--- config.mk ---
export PLATFORM = sky130hd
export DESIGN_NAME = rx_elastic_buffer
export DESIGN_NICKNAME = d
export VERILOG_FILES = /design/src/rx_elastic_pkg.sv /design/src/char_stream_if.sv /design/src/rx_char_fifo.sv /design/src/rx_elastic_buffer.sv
export SDC_FILE = /design/constraint.sdc
export NUM_CORES = 1
export LEC_CHECK = 0
export ABC_AREA = 1
export BUFFER_PORTS_ARGS = -buffer_cell sky130_fd_sc_hd__buf_2
export CORE_MARGIN = 2
export CORE_UTILIZATION = 60
export CTS_CLUSTER_DIAMETER = 30
export DETAILED_ROUTE_END_ITERATION = 8
export GPL_ROUTABILITY_DRIVEN = 0
export PLACE_DENSITY = 0.76
export SYNTH_ARGS = -nofsm -noshare
export SYNTH_HDL_FRONTEND = slang
export SYNTH_SLANG_ARGS = --single-unit
--- constraint.sdc ---
create_clock -name i_clk -period 16.8 [get_ports i_clk]
set_clock_uncertainty 0.05 [all_clocks]
set_input_delay 1.68 -clock i_clk [delete_from_list [all_inputs] [get_ports i_clk]]
set_output_delay 1.68 -clock i_clk [all_outputs]
set_load 0.03 [all_outputs]
--- src/rx_elastic_pkg.sv ---
/*
 * Shared constants for the receive elastic buffer: character codes,
 * buffer variants with their depths and marks, drift figures, state codes.
 * Assumes decoded characters arrive as one byte plus a control flag.
 */
package rx_elastic_pkg;
    // ****************************************
    // characters
    // ****************************************
    localparam int CHAR_W = 9; // control flag above one decoded byte
    localparam logic [7:0] CH_K28_5 = 8'hbc; // comma, first half of an idle
    localparam logic [7:0] CH_D16_2 = 8'h50; // second half of the correctable idle
    localparam logic [7:0] CH_SOP = 8'hfb; // start of packet
    localparam logic [7:0] CH_EOP = 8'hfd; // end of packet
    // ****************************************
    // drift and settling
    // ****************************************
    localparam int PPM_PER_SIDE = 100;
    localparam int NOMINAL_MHZ = 125;
    localparam int DRIFT_PERIODS = 1000000 / (2 * PPM_PER_SIDE); // one edge per this many periods
    localparam int SETTLE_BAND = 2; // entries either side of half full
    localparam int SYNC_STAGES = 3;
    localparam int OUT_FIFO_DEPTH = 16;
    // ****************************************
    // variants
    // ****************************************
    typedef enum logic [4:0] {MODE_LOGIC = 5'h01, MODE_TBI_1000X = 5'h02, MODE_TBI_SGMII = 5'h04,
                              MODE_XCVR = 5'h08, MODE_XCVR_CFG = 5'h10} buf_mode_e;
    typedef enum logic [2:0] {RD_PASS = 3'h1, RD_INS_K = 3'h2, RD_INS_D = 3'h4} rd_state_e;
    localparam int LOGIC_DEPTH = 128;
    localparam int LOGIC_HALF = 64;
    localparam int LOGIC_OVER = 122;
    localparam int LOGIC_UNDER = 6;
    localparam int TBI_DEPTH = 32;
    localparam int TBI_HALF = 16;
    localparam int TBI_OVER = 30;
    localparam int TBI_UNDER = 2;
    localparam int XCVR_DEPTH = 64;
    localparam int XCVR_HALF = 32;
    localparam int XCVR_OVER = 52;
    localparam int XCVR_UNDER = 12;
    // variant figures, sgmii over the ten-bit interface uses the logic buffer
    function automatic int mode_figure(buf_mode_e m, int sel);
        int v [3];
        v = '{LOGIC_DEPTH, LOGIC_HALF, LOGIC_OVER};
        if (m == MODE_TBI_1000X)
            v = '{TBI_DEPTH, TBI_HALF, TBI_OVER};
        else if (m == MODE_XCVR || m == MODE_XCVR_CFG)
            v = '{XCVR_DEPTH, XCVR_HALF, XCVR_OVER};
        if (sel < 3)
            return v[sel];
        if (m == MODE_TBI_1000X)
            return TBI_UNDER;
        if (m == MODE_XCVR || m == MODE_XCVR_CFG)
            return XCVR_UNDER;
        return LOGIC_UNDER;
    endfunction
endpackage
--- src/char_stream_if.sv ---
/*
 * Valid/ready character stream between the buffer core and its output FIFO.
 * Assumes both ends run on the same clock.
 */
`timescale 1ns/1ps
`default_nettype none
interface char_stream_if #(parameter int W = 9) ();
    logic valid;
    logic ready;
    logic [W-1:0] data;
    // producer end
    modport src (output valid, output data, input ready);
    // consumer end
    modport snk (input valid, input data, output ready);
endinterface
`default_nettype wire

--- src/rx_char_fifo.sv ---
/*
 * Output FIFO of decoded characters, flip-flop storage.
 * Assumes a valid/ready producer on the interface and a stalling consumer.
 */
`timescale 1ns/1ps
`default_nettype none
module rx_char_fifo #(
    parameter int WIDTH = 9,
    parameter int DEPTH = 16
) (
    // clock and reset
    input wire logic i_clk,
    input wire logic i_nrst,
    // filling side
    char_stream_if.snk s_in,
    // draining side
    output logic o_valid,
    output logic [WIDTH-1:0] o_data,
    input wire logic i_ready
);
    localparam int AW = $clog2(DEPTH);
    localparam logic [AW:0] FULL_CNT = (AW+1)'(DEPTH);
    logic [WIDTH-1:0] mem [DEPTH];
    logic [AW-1:0] wr_idx_r;
    logic [AW-1:0] rd_idx_r;
    logic [AW:0] count_r;
    logic push;
    logic pop;
    // handshakes
    assign s_in.ready = (count_r != FULL_CNT);
    assign o_valid = (count_r != '0);
    assign o_data = mem[rd_idx_r];
    assign push = s_in.valid && s_in.ready;
    assign pop = o_valid && i_ready;
    // storage
    always_ff @(posedge i_clk)
    begin
        if (push)
            mem[wr_idx_r] <= s_in.data;
    end
    // pointers and fill count
    always_ff @(posedge i_clk)
    begin
        if (!i_nrst)
        begin
            wr_idx_r <= '0;
            rd_idx_r <= '0;
            count_r <= '0;
        end
        else
        begin
            if (push)
                wr_idx_r <= (wr_idx_r == AW'(DEPTH - 1)) ? '0 : wr_idx_r + 1'b1;
            if (pop)
                rd_idx_r <= (rd_idx_r == AW'(DEPTH - 1)) ? '0 : rd_idx_r + 1'b1;
            count_r <= count_r + (AW+1)'(push) - (AW+1)'(pop);
        end
    end
    a_fifo_bound: assert property (@(posedge i_clk) disable iff (!i_nrst)
        count_r <= FULL_CNT) else $error("output fifo count beyond depth");
    a_fifo_count: assert property (@(posedge i_clk) disable iff (!i_nrst)
        (push && !pop) |=> count_r == $past(count_r) + 1'b1) else $error("push lost in output fifo");
endmodule
`default_nettype wire

--- src/rx_elastic_buffer.sv ---
/*
 * Receive elastic buffer with idle-based clock correction, feeding an
 * output FIFO. Assumes the link clock and characters come from pins,
 * characters stable around the link clock rising edge, and a read tick
 * from core logic at the nominal character rate.
 */
// Notes on behaviour
// [RULE1] one entry holds exactly one decoded character
// [RULE2] correct offset only in interframe gaps
// [RULE3] each gap steers fill back to half
// [RULE4] margins absorb one edge per 5000
// [RULE5] logic variant marks 64, 122, 6
// [RULE6] ten-bit 1000BASE-X marks 16, 30, 2
// [RULE7] transceiver variant marks 32, 52, 12
// [RULE8] fill settles within two of half
// [RULE9] mark reached inside frame is error
// [RULE10] logic buffer serves sgmii over lvds
// [RULE11] ten-bit sgmii uses logic buffer sizes
// [RULE12] configurable thresholds bound the restored fill
// [RULE13] only second idle added or removed
// [RULE14] link-side writes, core-side reads, gray pointers
// [RULE15] separate overflow and underflow status flags
`timescale 1ns/1ps
`default_nettype none
module rx_elastic_buffer
    import rx_elastic_pkg::*;
#(
    parameter buf_mode_e MODE = MODE_LOGIC
) (
    // clock and reset
    input wire logic i_clk,
    input wire logic i_nrst,
    // link side pins
    input wire logic i_rx_link_clk,
    input wire logic [7:0] i_rx_char,
    input wire logic i_rx_is_k,
    // correction thresholds, used by the configurable variant
    input wire logic [7:0] i_upper_correction_threshold,
    input wire logic [7:0] i_lower_correction_threshold,
    // core side read pacing
    input wire logic i_rd_tick,
    // character output
    output logic o_valid,
    output logic [7:0] o_char,
    output logic o_is_k,
    input wire logic i_ready,
    // status
    input wire logic i_err_clear,
    output logic o_overflow,
    output logic o_underflow,
    output logic [7:0] o_occupancy
);
    // ****************************************
    // variant figures
    // ****************************************
    localparam int DEPTH = mode_figure(MODE, 0); // [RULE5] [RULE6] [RULE7] [RULE10] [RULE11]
    localparam int AW = $clog2(DEPTH);
    localparam int PW = AW + 1;
    localparam logic [7:0] HALF8 = 8'(mode_figure(MODE, 1));
    localparam logic [7:0] OVER8 = 8'(mode_figure(MODE, 2));
    localparam logic [7:0] UNDER8 = 8'(mode_figure(MODE, 3));
    localparam logic [7:0] BAND8 = 8'(SETTLE_BAND - 2); // a whole idle moves the fill by two
    localparam logic [PW-1:0] DEPTH_P = PW'(DEPTH);
    localparam logic [CHAR_W-1:0] IDLE_K = {1'b1, CH_K28_5};
    localparam logic [CHAR_W-1:0] IDLE_D = {1'b0, CH_D16_2};
    localparam logic [CHAR_W-1:0] SOP_C = {1'b1, CH_SOP};
    localparam logic [CHAR_W-1:0] EOP_C = {1'b1, CH_EOP};

    // gray to binary, used for both pointers
    function automatic logic [PW-1:0] g2b(input logic [PW-1:0] g);
        logic [PW-1:0] b;
        b = '0;
        for (int i = PW - 1; i >= 0; i--)
            b[i] = (i == PW - 1) ? g[i] : (b[i+1] ^ g[i]);
        return b;
    endfunction

    // binary to gray
    function automatic logic [PW-1:0] b2g(input logic [PW-1:0] b);
        return b ^ (b >> 1);
    endfunction

    // ****************************************
    // pin synchronisers
    // ****************************************
    logic [SYNC_STAGES-1:0] lclk_sync_r;
    logic [CHAR_W-1:0] dat_sync_r [SYNC_STAGES];
    logic lclk_lvl_r;
    logic wr_tick;
    logic [CHAR_W-1:0] new_char;

    // three stages per pin, last two link clock stages must agree
    always_ff @(posedge i_clk)
    begin
        if (!i_nrst)
        begin
            lclk_sync_r <= '0;
            for (int i = 0; i < SYNC_STAGES; i++)
                dat_sync_r[i] <= '0;
        end
        else
        begin
            lclk_sync_r <= {lclk_sync_r[SYNC_STAGES-2:0], i_rx_link_clk};
            dat_sync_r[0] <= {i_rx_is_k, i_rx_char};
            for (int i = 1; i < SYNC_STAGES; i++)
                dat_sync_r[i] <= dat_sync_r[i-1];
        end
    end

    // accepted link clock level, updated once stages agree
    always_ff @(posedge i_clk)
    begin
        if (!i_nrst)
            lclk_lvl_r <= 1'b0;
        else if (lclk_sync_r[1] == lclk_sync_r[2])
            lclk_lvl_r <= lclk_sync_r[2];
    end

    // one write slot per link rising edge
    assign wr_tick = (lclk_sync_r[1] == lclk_sync_r[2]) && lclk_sync_r[2] && !lclk_lvl_r; // [RULE14]
    assign new_char = dat_sync_r[2];

    // ****************************************
    // storage and occupancy
    // ****************************************
    logic [CHAR_W-1:0] mem [DEPTH]; // [RULE1]
    logic [PW-1:0] wr_gray_r;
    logic [PW-1:0] rd_gray_r;
    logic [PW-1:0] wr_bin;
    logic [PW-1:0] rd_bin;
    logic [PW-1:0] occ;
    logic [7:0] occ8;
    logic [7:0] upper_thr;
    logic [7:0] lower_thr;
    logic full;
    logic empty;

    // fill level from the gray pointers
    assign wr_bin = g2b(wr_gray_r); // [RULE14]
    assign rd_bin = g2b(rd_gray_r);
    assign occ = wr_bin - rd_bin;
    assign occ8 = 8'(occ);
    assign full = (occ == DEPTH_P);
    assign empty = (occ == '0);

    // correction window, fixed band or software thresholds
    assign upper_thr = (MODE == MODE_XCVR_CFG) ? i_upper_correction_threshold : HALF8 + BAND8; // [RULE12] [RULE8]
    assign lower_thr = (MODE == MODE_XCVR_CFG) ? i_lower_correction_threshold : HALF8 - BAND8; // [RULE12] [RULE8]

    // ****************************************
    // write side
    // ****************************************
    logic [CHAR_W-1:0] hold_r;
    logic hold_vld_r;
    logic wr_in_frame_r;
    logic i2_pair;
    logic del_pair;
    logic wr_en;

    // a held comma followed by the idle data byte forms a removable idle
    assign i2_pair = hold_vld_r && (hold_r == IDLE_K) && (new_char == IDLE_D); // [RULE13]
    assign del_pair = wr_tick && i2_pair && !wr_in_frame_r && (occ8 > upper_thr); // [RULE2] [RULE3]
    assign wr_en = wr_tick && hold_vld_r && !del_pair && !full;

    // one character held back so a whole idle can be dropped
    always_ff @(posedge i_clk)
    begin
        if (!i_nrst)
        begin
            hold_r <= '0;
            hold_vld_r <= 1'b0;
        end
        else if (wr_tick)
        begin
            hold_r <= new_char;
            hold_vld_r <= !del_pair;
        end
    end

    // frame tracking as characters arrive
    always_ff @(posedge i_clk)
    begin
        if (!i_nrst)
            wr_in_frame_r <= 1'b0;
        else if (wr_tick && new_char == SOP_C)
            wr_in_frame_r <= 1'b1;
        else if (wr_tick && new_char == EOP_C)
            wr_in_frame_r <= 1'b0;
    end

    // storage write
    always_ff @(posedge i_clk)
    begin
        if (wr_en)
            mem[wr_bin[AW-1:0]] <= hold_r;
    end

    // write pointer
    always_ff @(posedge i_clk)
    begin
        if (!i_nrst)
            wr_gray_r <= '0;
        else if (wr_en)
            wr_gray_r <= b2g(wr_bin + 1'b1); // [RULE14]
    end

    // ****************************************
    // read side
    // ****************************************
    char_stream_if #(.W(CHAR_W)) out_s ();
    rd_state_e rd_state_r;
    rd_state_e rd_state_nxt;
    logic [CHAR_W-1:0] emit_char;
    logic emit;
    logic pop;
    logic last_k_r;
    logic rd_in_frame_r;
    logic go_insert;
    logic can_emit;

    assign can_emit = i_rd_tick && out_s.ready;

    // choose the character sent this slot
    always_comb
    begin
        emit = 1'b0;
        pop = 1'b0;
        emit_char = mem[rd_bin[AW-1:0]];
        case (rd_state_r)
            RD_PASS:
            begin
                emit = can_emit && !empty;
                pop = emit;
            end
            RD_INS_K:
            begin
                emit = can_emit;
                emit_char = IDLE_K; // [RULE13]
            end
            RD_INS_D:
            begin
                emit = can_emit;
                emit_char = IDLE_D;
            end
            default:
            begin
                emit = 1'b0;
            end
        endcase
    end

    // an idle just completed in the gap is repeated while the fill is low
    assign go_insert = emit && (emit_char == IDLE_D) && (last_k_r || rd_state_r == RD_INS_D)
                       && !rd_in_frame_r && (occ8 < lower_thr); // [RULE2] [RULE3]

    // insertion sequencer
    always_comb
    begin
        rd_state_nxt = rd_state_r;
        case (rd_state_r)
            RD_PASS:
                if (go_insert)
                    rd_state_nxt = RD_INS_K;
            RD_INS_K:
                if (emit)
                    rd_state_nxt = RD_INS_D;
            RD_INS_D:
                if (go_insert)
                    rd_state_nxt = RD_INS_K;
                else if (emit)
                    rd_state_nxt = RD_PASS;
            default:
                rd_state_nxt = RD_PASS;
        endcase
    end

    always_ff @(posedge i_clk)
    begin
        if (!i_nrst)
            rd_state_r <= RD_PASS;
        else
            rd_state_r <= rd_state_nxt;
    end

    // last emitted was a comma, and frame tracking on the read side
    always_ff @(posedge i_clk)
    begin
        if (!i_nrst)
        begin
            last_k_r <= 1'b0;
            rd_in_frame_r <= 1'b0;
        end
        else if (emit)
        begin
            last_k_r <= (emit_char == IDLE_K);
            if (emit_char == SOP_C)
                rd_in_frame_r <= 1'b1;
            else if (emit_char == EOP_C)
                rd_in_frame_r <= 1'b0;
        end
    end

    // read pointer
    always_ff @(posedge i_clk)
    begin
        if (!i_nrst)
            rd_gray_r <= '0;
        else if (pop)
            rd_gray_r <= b2g(rd_bin + 1'b1); // [RULE14]
    end

    assign out_s.valid = emit;
    assign out_s.data = emit_char;

    // ****************************************
    // status
    // ****************************************
    logic overflow_r;
    logic underflow_r;
    logic ovf_event;
    logic unf_event;
    logic [7:0] occ_r;

    // marks are placed so drift over a legal frame stays clear of them
    // a removed idle is no write, so it cannot overflow a full buffer
    assign ovf_event = (wr_in_frame_r && wr_en && occ8 >= OVER8) // [RULE9] [RULE4]
                       || (wr_tick && hold_vld_r && !del_pair && full);
    assign unf_event = (rd_in_frame_r && i_rd_tick && occ8 <= UNDER8); // [RULE9] [RULE4]

    // sticky flags, a new event wins over a clear
    always_ff @(posedge i_clk)
    begin
        if (!i_nrst)
        begin
            overflow_r <= 1'b0;
            underflow_r <= 1'b0;
        end
        else
        begin
            overflow_r <= ovf_event || (overflow_r && !i_err_clear); // [RULE15]
            underflow_r <= unf_event || (underflow_r && !i_err_clear); // [RULE15]
        end
    end

    // registered fill level
    always_ff @(posedge i_clk)
    begin
        if (!i_nrst)
            occ_r <= '0;
        else
            occ_r <= occ8;
    end

    assign o_overflow = overflow_r;
    assign o_underflow = underflow_r;
    assign o_occupancy = occ_r;

    // ****************************************
    // output fifo
    // ****************************************
    logic [CHAR_W-1:0] out_word;

    rx_char_fifo #(.WIDTH(CHAR_W), .DEPTH(OUT_FIFO_DEPTH)) u_out_fifo (
        .i_clk(i_clk),
        .i_nrst(i_nrst),
        .s_in(out_s.snk),
        .o_valid(o_valid),
        .o_data(out_word),
        .i_ready(i_ready)
    );

    assign o_char = out_word[7:0];
    assign o_is_k = out_word[8];

    // ****************************************
    // checks
    // ****************************************
    a_occ_bound: assert property (@(posedge i_clk) disable iff (!i_nrst) // [RULE14]
        occ <= DEPTH_P) else $error("elastic fill beyond depth");
    a_delete_gap: assert property (@(posedge i_clk) disable iff (!i_nrst) // [RULE2]
        del_pair |-> !wr_in_frame_r && hold_r == IDLE_K) else $error("idle removed inside frame");
    a_delete_high: assert property (@(posedge i_clk) disable iff (!i_nrst) // [RULE3]
        del_pair |=> !hold_vld_r && $stable(wr_gray_r)) else $error("removed idle was stored");
    a_insert_gap: assert property (@(posedge i_clk) disable iff (!i_nrst) // [RULE2]
        (rd_state_r == RD_PASS && rd_state_nxt == RD_INS_K) |-> !rd_in_frame_r && occ8 < lower_thr)
        else $error("idle inserted inside frame or above threshold");
    a_insert_pair: assert property (@(posedge i_clk) disable iff (!i_nrst) // [RULE13]
        (rd_state_r == RD_INS_K && emit) |-> out_s.data == IDLE_K ##1 rd_state_r == RD_INS_D)
        else $error("inserted idle not a comma then data pair");
    a_insert_hold: assert property (@(posedge i_clk) disable iff (!i_nrst) // [RULE13]
        (rd_state_r != RD_PASS) |=> $stable(rd_gray_r)) else $error("read pointer moved while inserting");
    a_over_flag: assert property (@(posedge i_clk) disable iff (!i_nrst) // [RULE9]
        (wr_in_frame_r && wr_en && occ8 >= OVER8) |=> o_overflow ##1 (o_overflow || $past(i_err_clear)))
        else $error("overflow not flagged");
    a_under_flag: assert property (@(posedge i_clk) disable iff (!i_nrst) // [RULE15]
        (rd_in_frame_r && i_rd_tick && occ8 <= UNDER8) |=> o_underflow) else $error("underflow not flagged");
endmodule
`default_nettype wire

**After elaboration in Yosys (flattened, before gate mapping)**

Memory sizes are Yosys's and may differ from the RTL's. A register that Yosys moved wholly into a read port is not among the register bits.
Cells that the tools add are included.

- Memory bits (writable): 1323
- Memories kept: 3
- Register bits: 59
- Word-level logic and storage cells: 138

- Magnitude comparators: 4
- $add $sub $neg: 7
- Muxes and demuxes: 25
- Bitwise operators: 19
- Reduce and logical (&&, ||, !) cells: 45
- Eq/ne operators: 19

Memories:

| name | depth | width | rd ports | clocked after memory_dff | wr ports | RTL line | RTL |
|---|---|---|---|---|---|---|---|
| mem | 128 | 9 | 1 | 0 | 1 | rx_elastic_buffer.sv:126 | `logic [CHAR_W-1:0] mem [DEPTH];` |
| u_out_fifo.mem | 16 | 9 | 1 | 1 | 1 | rx_char_fifo.sv:23 | `logic [WIDTH-1:0] mem [DEPTH];` |
| dat_sync_r | 3 | 9 | 3 | 0 | 3 | rx_elastic_buffer.sv:87 | `logic [CHAR_W-1:0] dat_sync_r [SYNC_STAGES];` |

Operators with widths:

| cell | number |
|---|---|
| equality test 9 bit, second input constant | 6 |
| logical AND 1 bit | 27 |
| 2-to-1 mux 9 bit | 3 |
| equality test 9 x 7 -> 1 bit, second input constant | 2 |
| case mux 9 bit (2 select lines) | 1 |
| adder 8 x 1 -> 8 bit, second input constant | 2 |
| 2-to-1 mux 4 bit | 4 |
| XOR 8 x 7 -> 8 bit | 2 |
| XOR 1 bit | 14 |
| 2-to-1 mux 3 bit | 4 |
| 2-to-1 mux 1 bit | 11 |
| case mux 3 bit (3 select lines) | 1 |
| adder 4 x 1 -> 4 bit, second input constant | 2 |
| equality test 4 bit, second input constant | 2 |
| equality test 8 bit, second input constant | 1 |
| >= comparator 8 x 7 -> 1 bit, second input constant | 1 |
| greater-than comparator 8 x 7 -> 1 bit, second input constant | 1 |
| <= comparator 8 x 3 -> 1 bit, second input constant | 1 |
| zero test 8 bit | 1 |
| less-than comparator 8 x 7 -> 1 bit, second input constant | 1 |
| subtractor 8 bit | 1 |
| zero test 1 bit | 7 |
| adder 5 x 1 -> 5 bit | 1 |
| inequality test 5 bit, second input constant | 1 |
| other kinds (15) | 22 |

**Longest topological paths before layout**

- Depth in word-level cells: 18
- Depth in mapped cells: 49

**Hierarchy**

From an unflattened synthesis, not the netlist that was laid out.

- Cell total of the unflattened synthesis: 5227
- Area total of the unflattened synthesis: 58029.4 um^2

By module, submodules not included:

| module | sequential area each (um^2) | area an instance (um^2) | times used | cells an instance |
|---|---|---|---|---|
| rx_elastic_buffer | 36054.6 | 51028.9 | 1 | 4559 |
| rx_char_fifo | 4664.5 | 7000.5 | 1 | 668 |

**Worst setup path before layout**

OpenSTA, ideal clock, no wires.

- Kind: reg2reg
- Start: reg rd_gray_r[7]
- End: mem mem[101][0] (enable)
- Cell stages (with the launch flop): 46
- Required time: 16.376 ns
- Clock period less this slack: 9.507 ns
- Path slack: 7.293 ns
- Arrival time: 9.083 ns
- Path buffers: 18
- Cells stage by stage: dfxtp_1 > xnor2_1 > inv_2 > ha_1 > clkbuf_1 > inv_1 > clkbuf_1 > ha_1 > clkbuf_1 > inv_1 > clkbuf_1 > clkbuf_1 > ha_1 > inv_2 > buf_1 > ha_1 > inv_1 > buf_2 > [... 10 more ...] > buf_2 > buf_2 > ha_1 > inv_1 > fa_1 > nand2_1 > nand2_1 > or2_1 > nor3_2 > and2_1 > o21ai_1 > nand2_1 > and3_1 > buf_6 > buf_6 > nand3_4 > buf_4 > nor2_1

- Cells in the longest elaborated chain, start to end: 15
- Elaborated cells between the ends (all ways): 17
- Classes of those cells: add/sub: 1; order compare: 1; eq/ne: 1; mux: 2; bitwise: 7; reduce/logical: 5

Ends and longest elaborated chain:

| what | RTL line | RTL |
|---|---|---|
| from (decl) | rx_elastic_buffer.sv:128 | `logic [PW-1:0] rd_gray_r;` |
| from (signal assigned) | rx_elastic_buffer.sv:309 | `rd_gray_r <= b2g(rd_bin + 1'b1);` |
| XOR 1 bit (7 in series) | rx_elastic_buffer.sv:74 | `b[i] = (i == PW - 1) ? g[i] : (b[i+1] ^ g[i]);` |
| subtractor 8 bit (*) | rx_elastic_buffer.sv:141 | `assign occ = wr_bin - rd_bin;` |
| greater-than comparator 8 x 7 -> 1 bit | rx_elastic_buffer.sv:162 | `assign del_pair = wr_tick && i2_pair && !wr_in_frame_r && (occ8 > upper_thr);` |
| logical AND 1 bit | rx_elastic_buffer.sv:162 |  |
| zero test 1 bit | rx_elastic_buffer.sv:163 | `assign wr_en = wr_tick && hold_vld_r && !del_pair && !full;` |
| logical AND 1 bit | rx_elastic_buffer.sv:163 |  |
| logical AND 1 bit (*) | rx_elastic_buffer.sv:163 |  |
| 2-to-1 mux 1 bit (*) | rx_elastic_buffer.sv:194 | `if (wr_en)` |
| 2-to-1 mux 1 bit (not written as such) (*) | rx_elastic_buffer.sv:195 | `mem[wr_bin[AW-1:0]] <= hold_r;` |
| to (decl) | rx_elastic_buffer.sv:126 |  |

Mark *: on every way between the ends. The rest lies on a longest branch, timed or not.

**Worst setup path after layout**

- Start: reg rd_gray_r[7]
- End: mem mem[108][2] (enable)

- Cells in the longest elaborated chain, start to end: 15
- Elaborated cells between the ends (all ways): 17
- Classes of those cells: add/sub: 1; order compare: 1; eq/ne: 1; mux: 2; bitwise: 7; reduce/logical: 5

Ends and longest elaborated chain:

| what | RTL line | RTL |
|---|---|---|
| XOR 1 bit (*) (6 in series) | rx_elastic_buffer.sv:74 |  |
| XOR 1 bit | rx_elastic_buffer.sv:74 |  |
| subtractor 8 bit (*) | rx_elastic_buffer.sv:141 |  |
| via occ[1] | rx_elastic_buffer.sv:131 | `logic [PW-1:0] occ;` |
| greater-than comparator 8 x 7 -> 1 bit | rx_elastic_buffer.sv:162 |  |
| logical AND 1 bit | rx_elastic_buffer.sv:162 |  |
| zero test 1 bit | rx_elastic_buffer.sv:163 |  |
| logical AND 1 bit | rx_elastic_buffer.sv:163 |  |
| logical AND 1 bit (*) | rx_elastic_buffer.sv:163 |  |
| 2-to-1 mux 1 bit (*) | rx_elastic_buffer.sv:194 |  |
| 2-to-1 mux 1 bit (not written as such) (*) | rx_elastic_buffer.sv:195 |  |

Mark *: on every way through the listed nets, which the timed path passes. The rest lies on a longest branch.

==> flow_summary_export.csv <==
group,metric,value,unit
setup_path,crit_arrival,12540,ps
floorplan,initial_utilization,60.4,%
global_routing,grt_pass1_wl,219000,um
yosys,yosysUniqueCellTypes,43,
detailed_routing,first_pass_iters,6,
yosys,yosysTopAreaCell,"edfxtp_1",
yosys,avgSynthCellArea,11.4,sq um
cells_and_area,diodes,0,
yosys,synth_flop_cell,"edfxtp_1",
floorplan,coreArea,94900,sq um
detailed_routing,wirelength,144000,um
yosys,synth-async-reset-ratio,0,%
setup_path,critPathMaxFanout,123,
clock_tree,cts_hold_buf,0,
yosys,yosys-top-cells-area,"edfxtp_1 68%, nand3_1 9.3%, nand2_1 9.3%, dfxtp_1 3.1%, inv_1 1.7%",
timing,setup_viol_count_final,0,
yosys,yosysWarnings,0,
global_routing,top_usage_layer,"met2",
cells_and_area,fillers,6118,
detailed_routing,wl_per_cell,22.1,um
floorplan,fp.dieH,313,um
clock_tree,cts_max_level,4,
global_routing,met2_usage,46.2,%
timing,fmax,0.0821,GHz
yosys,ys_ff_latch,1386,
setup_path,cp-start-kind,"flop",
detailed_routing,ant_nets,0,
yosys,ys_seq_area_share,71.0,%
run,drv_cap,0,
detailed_routing,viasPerCell,6.00,
yosys,synth_fp_nets,5111,
clock_tree,cts_tree,"yes",
clock_tree,cts_sinks,1386,
placement,place_hpwl,74800,um
yosys,synth_most_common_cell,"nand2_1",
setup_path,crit_type,"reg -> reg",
global_routing,grt_max_degree,190,
floorplan,fp.dieW,313,um
global_routing,grt_use_met1,39.2,%
cells_and_area,multi_input_area,14400,sq um
clock_tree,cts-root-buf,"clkbuf_16",
clock_tree,cts_resized,0,
timing,period_needed,12180,ps
yosys,synth_edf_count,1296,
setup_path,cp.required,17160,ps
cells_and_area,seqCellArea,40800,sq um
cells_and_area,syn_to_final_growth,15.9,%
global_routing,grtUsageTotal,29.4,%
placement,numPlacedInstances,6085,
global_routing,antenna_found_initial,3,
status,status,"completed",
detailed_routing,drc_errors,0,
setup_path,r2r_setup_slack,4620,ps
floorplan,design.die.area,98100,sq um
timing,fin_crit_sh,72.5,%
clock_tree,insertion_delay,810,ps
cells_and_area,nets,5123,
yosys,syn-cell-area,57300,sq um
timing,final_max_slew_viol_count,0,
global_routing,grt_pass1_vias,38200,
cells_and_area,stdcell_count,6523,
hold_path,hp-class,"reg -> reg",
clock_tree,clockBufferDepth,3,
floorplan,num_io_pins,51,
setup_path,end_kind,"flop",
timing,tns,0,ps
yosys,synth_top_area_share,67.9,%
timing,relSlewSlack,21.5,%
clock_tree,post_cts_buffers,0,
timing,hold_viol,0,
global_routing,grt_overflow_total,0,
detailed_routing,num_vias,39100,
cells_and_area,drive_above_1_share,10.8,%
floorplan,num_rows,113,
detailed_routing,drt_iter0_drc,5134,
clock_tree,clk_pin_slew,60,ps
placement,port_buffers,34,
yosys,syn_inst,5041,
yosys,synth_common_cells,"1,415 x nand2_1, 1,296 x edfxtp_1, 1,062 x nand3_1",
clock_tree,cts_made_buffers,231,
timing,tightest_slew,1180,ps
timing,rsz0062_at_grt,"no",
global_routing,met3_usage,5.79,%
-- kinds of logic (layout without fill, tap and decap cells) --
| family | Yosys count | count (layout) | share of synthesized area (%) |
|---|---|---|---|
| simple gates | 2764 | 2764 | 20.9 |
| compound gates | 218 | 218 | 2.12 |
| flops | 1386 | 1386 | 71.0 |
| mux | 36 | 36 | 0.628 |
| buf+inv | 568 | 785 | 3.97 |
| xor+xnor | 30 | 30 | 0.458 |
| fa+ha+maj | 39 | 39 | 0.877 |
-- layout by cell type (no fill, tap or decap), types with 8 or more instances in the layout --
master,count
or2_2,59
nand4_1,10
clkinvlp_4,22
buf_2,34
mux2i_1,36
clkbuf_1,19
inv_1,259
nor3_1,8
nand2_1,1415
xnor2_1,8
ha_1,33
a21oi_1,79
nor2_1,188
clkinv_1,23
buf_4,39
bufinv_16,34
edfxtp_1,1296
dfxtp_1,80
o211ai_1,43
clkbuf_16,234
nand3_1,1062
o21ai_0,85
xor2_1,22
inv_8,9
dfxtp_4,10
inv_6,22
clkinv_2,40
clkinv_4,26
-- worst paths after layout --
path	from	endpoint	depth (start not counted)
setup / recovery	rd_gray_r[7]$_SDFFE_PN0P_	mem[108][2]$_DFFE_PP_	27
hold / removal	dat_sync_r[0][0]$_SDFF_PN0_	dat_sync_r[0][9]$_SDFF_PN0_	2
setup reg to reg	rd_gray_r[7]$_SDFFE_PN0P_	mem[108][2]$_DFFE_PP_	27
hold reg to reg	dat_sync_r[0][0]$_SDFF_PN0_	dat_sync_r[0][9]$_SDFF_PN0_	2
-- state kept, by name (all words and copies together) (netlist names), named ones only --
name	cells
dat_sync_r	27
mem	1152
rd_state_r	3
wr_gray_r	7
u_out_fifo.rd_idx_r	4
u_out_fifo.wr_idx_r	4
u_out_fifo.count_r	5
lclk_lvl_r	1
o_underflow	1
o_occupancy	8
wr_in_frame_r	1
hold_vld_r	1
lclk_sync_r	3
rd_gray_r	7
hold_r	9
u_out_fifo.mem	144
rd_in_frame_r	1
last_k_r	1
o_overflow	1
-- layer usage --
metal,wire (um),vias up
met5,26,-
met3,15200,403
met4,7180,6
met1,54100,18700
li1,-,17700
met2,67900,2349
-- layout make-up --
type | instances | share of cell area (%)
repair buffers | 77 | 0.817
clock buffers | 254 | 8.94
flip-flops and latches | 1386 | 61.3
clock inverters | 184 | 3.31
inverters | 270 | 1.55
well taps | 1265 | 2.38
multi-input cells | 3087 | 21.7
-- stage by stage --
step                area [sq um]  hold slack, ps  setup WS, ps  util (%)
floorplan                  57300             336          7290         -
global placement           58300             348          5030      61.5
finish                     66500             360          4620      70.0
detailed placement         58300             349          4880      61.5
CTS                        66500             360          4820      70.0
global route               66500             379          4140      70.0
-- critical path, cell delays in order (launching register included) --
cell and delay, ps:
dfxtp_1 400, xnor2_1 140, buf_4 230, inv_2 120
ha_1 300, inv_1 520, ha_1 220, buf_4 450
inv_1 170, ha_4 610, inv_2 370, ha_4 600
inv_4 240, ha_4 640, inv_8 380, ha_4 990
inv_8 420, ha_1 390, inv_1 90, fa_1 450
or2_1 270, nor3_2 170, and2_1 170, o21ai_1 70
nand2_1 90, and3_1 870, nand3_2 1100, nor2_1 1160
Power is left out: the tool's default activity adds up to more than one toggle a clock period on the data nets, which glitch-free logic cannot reach.
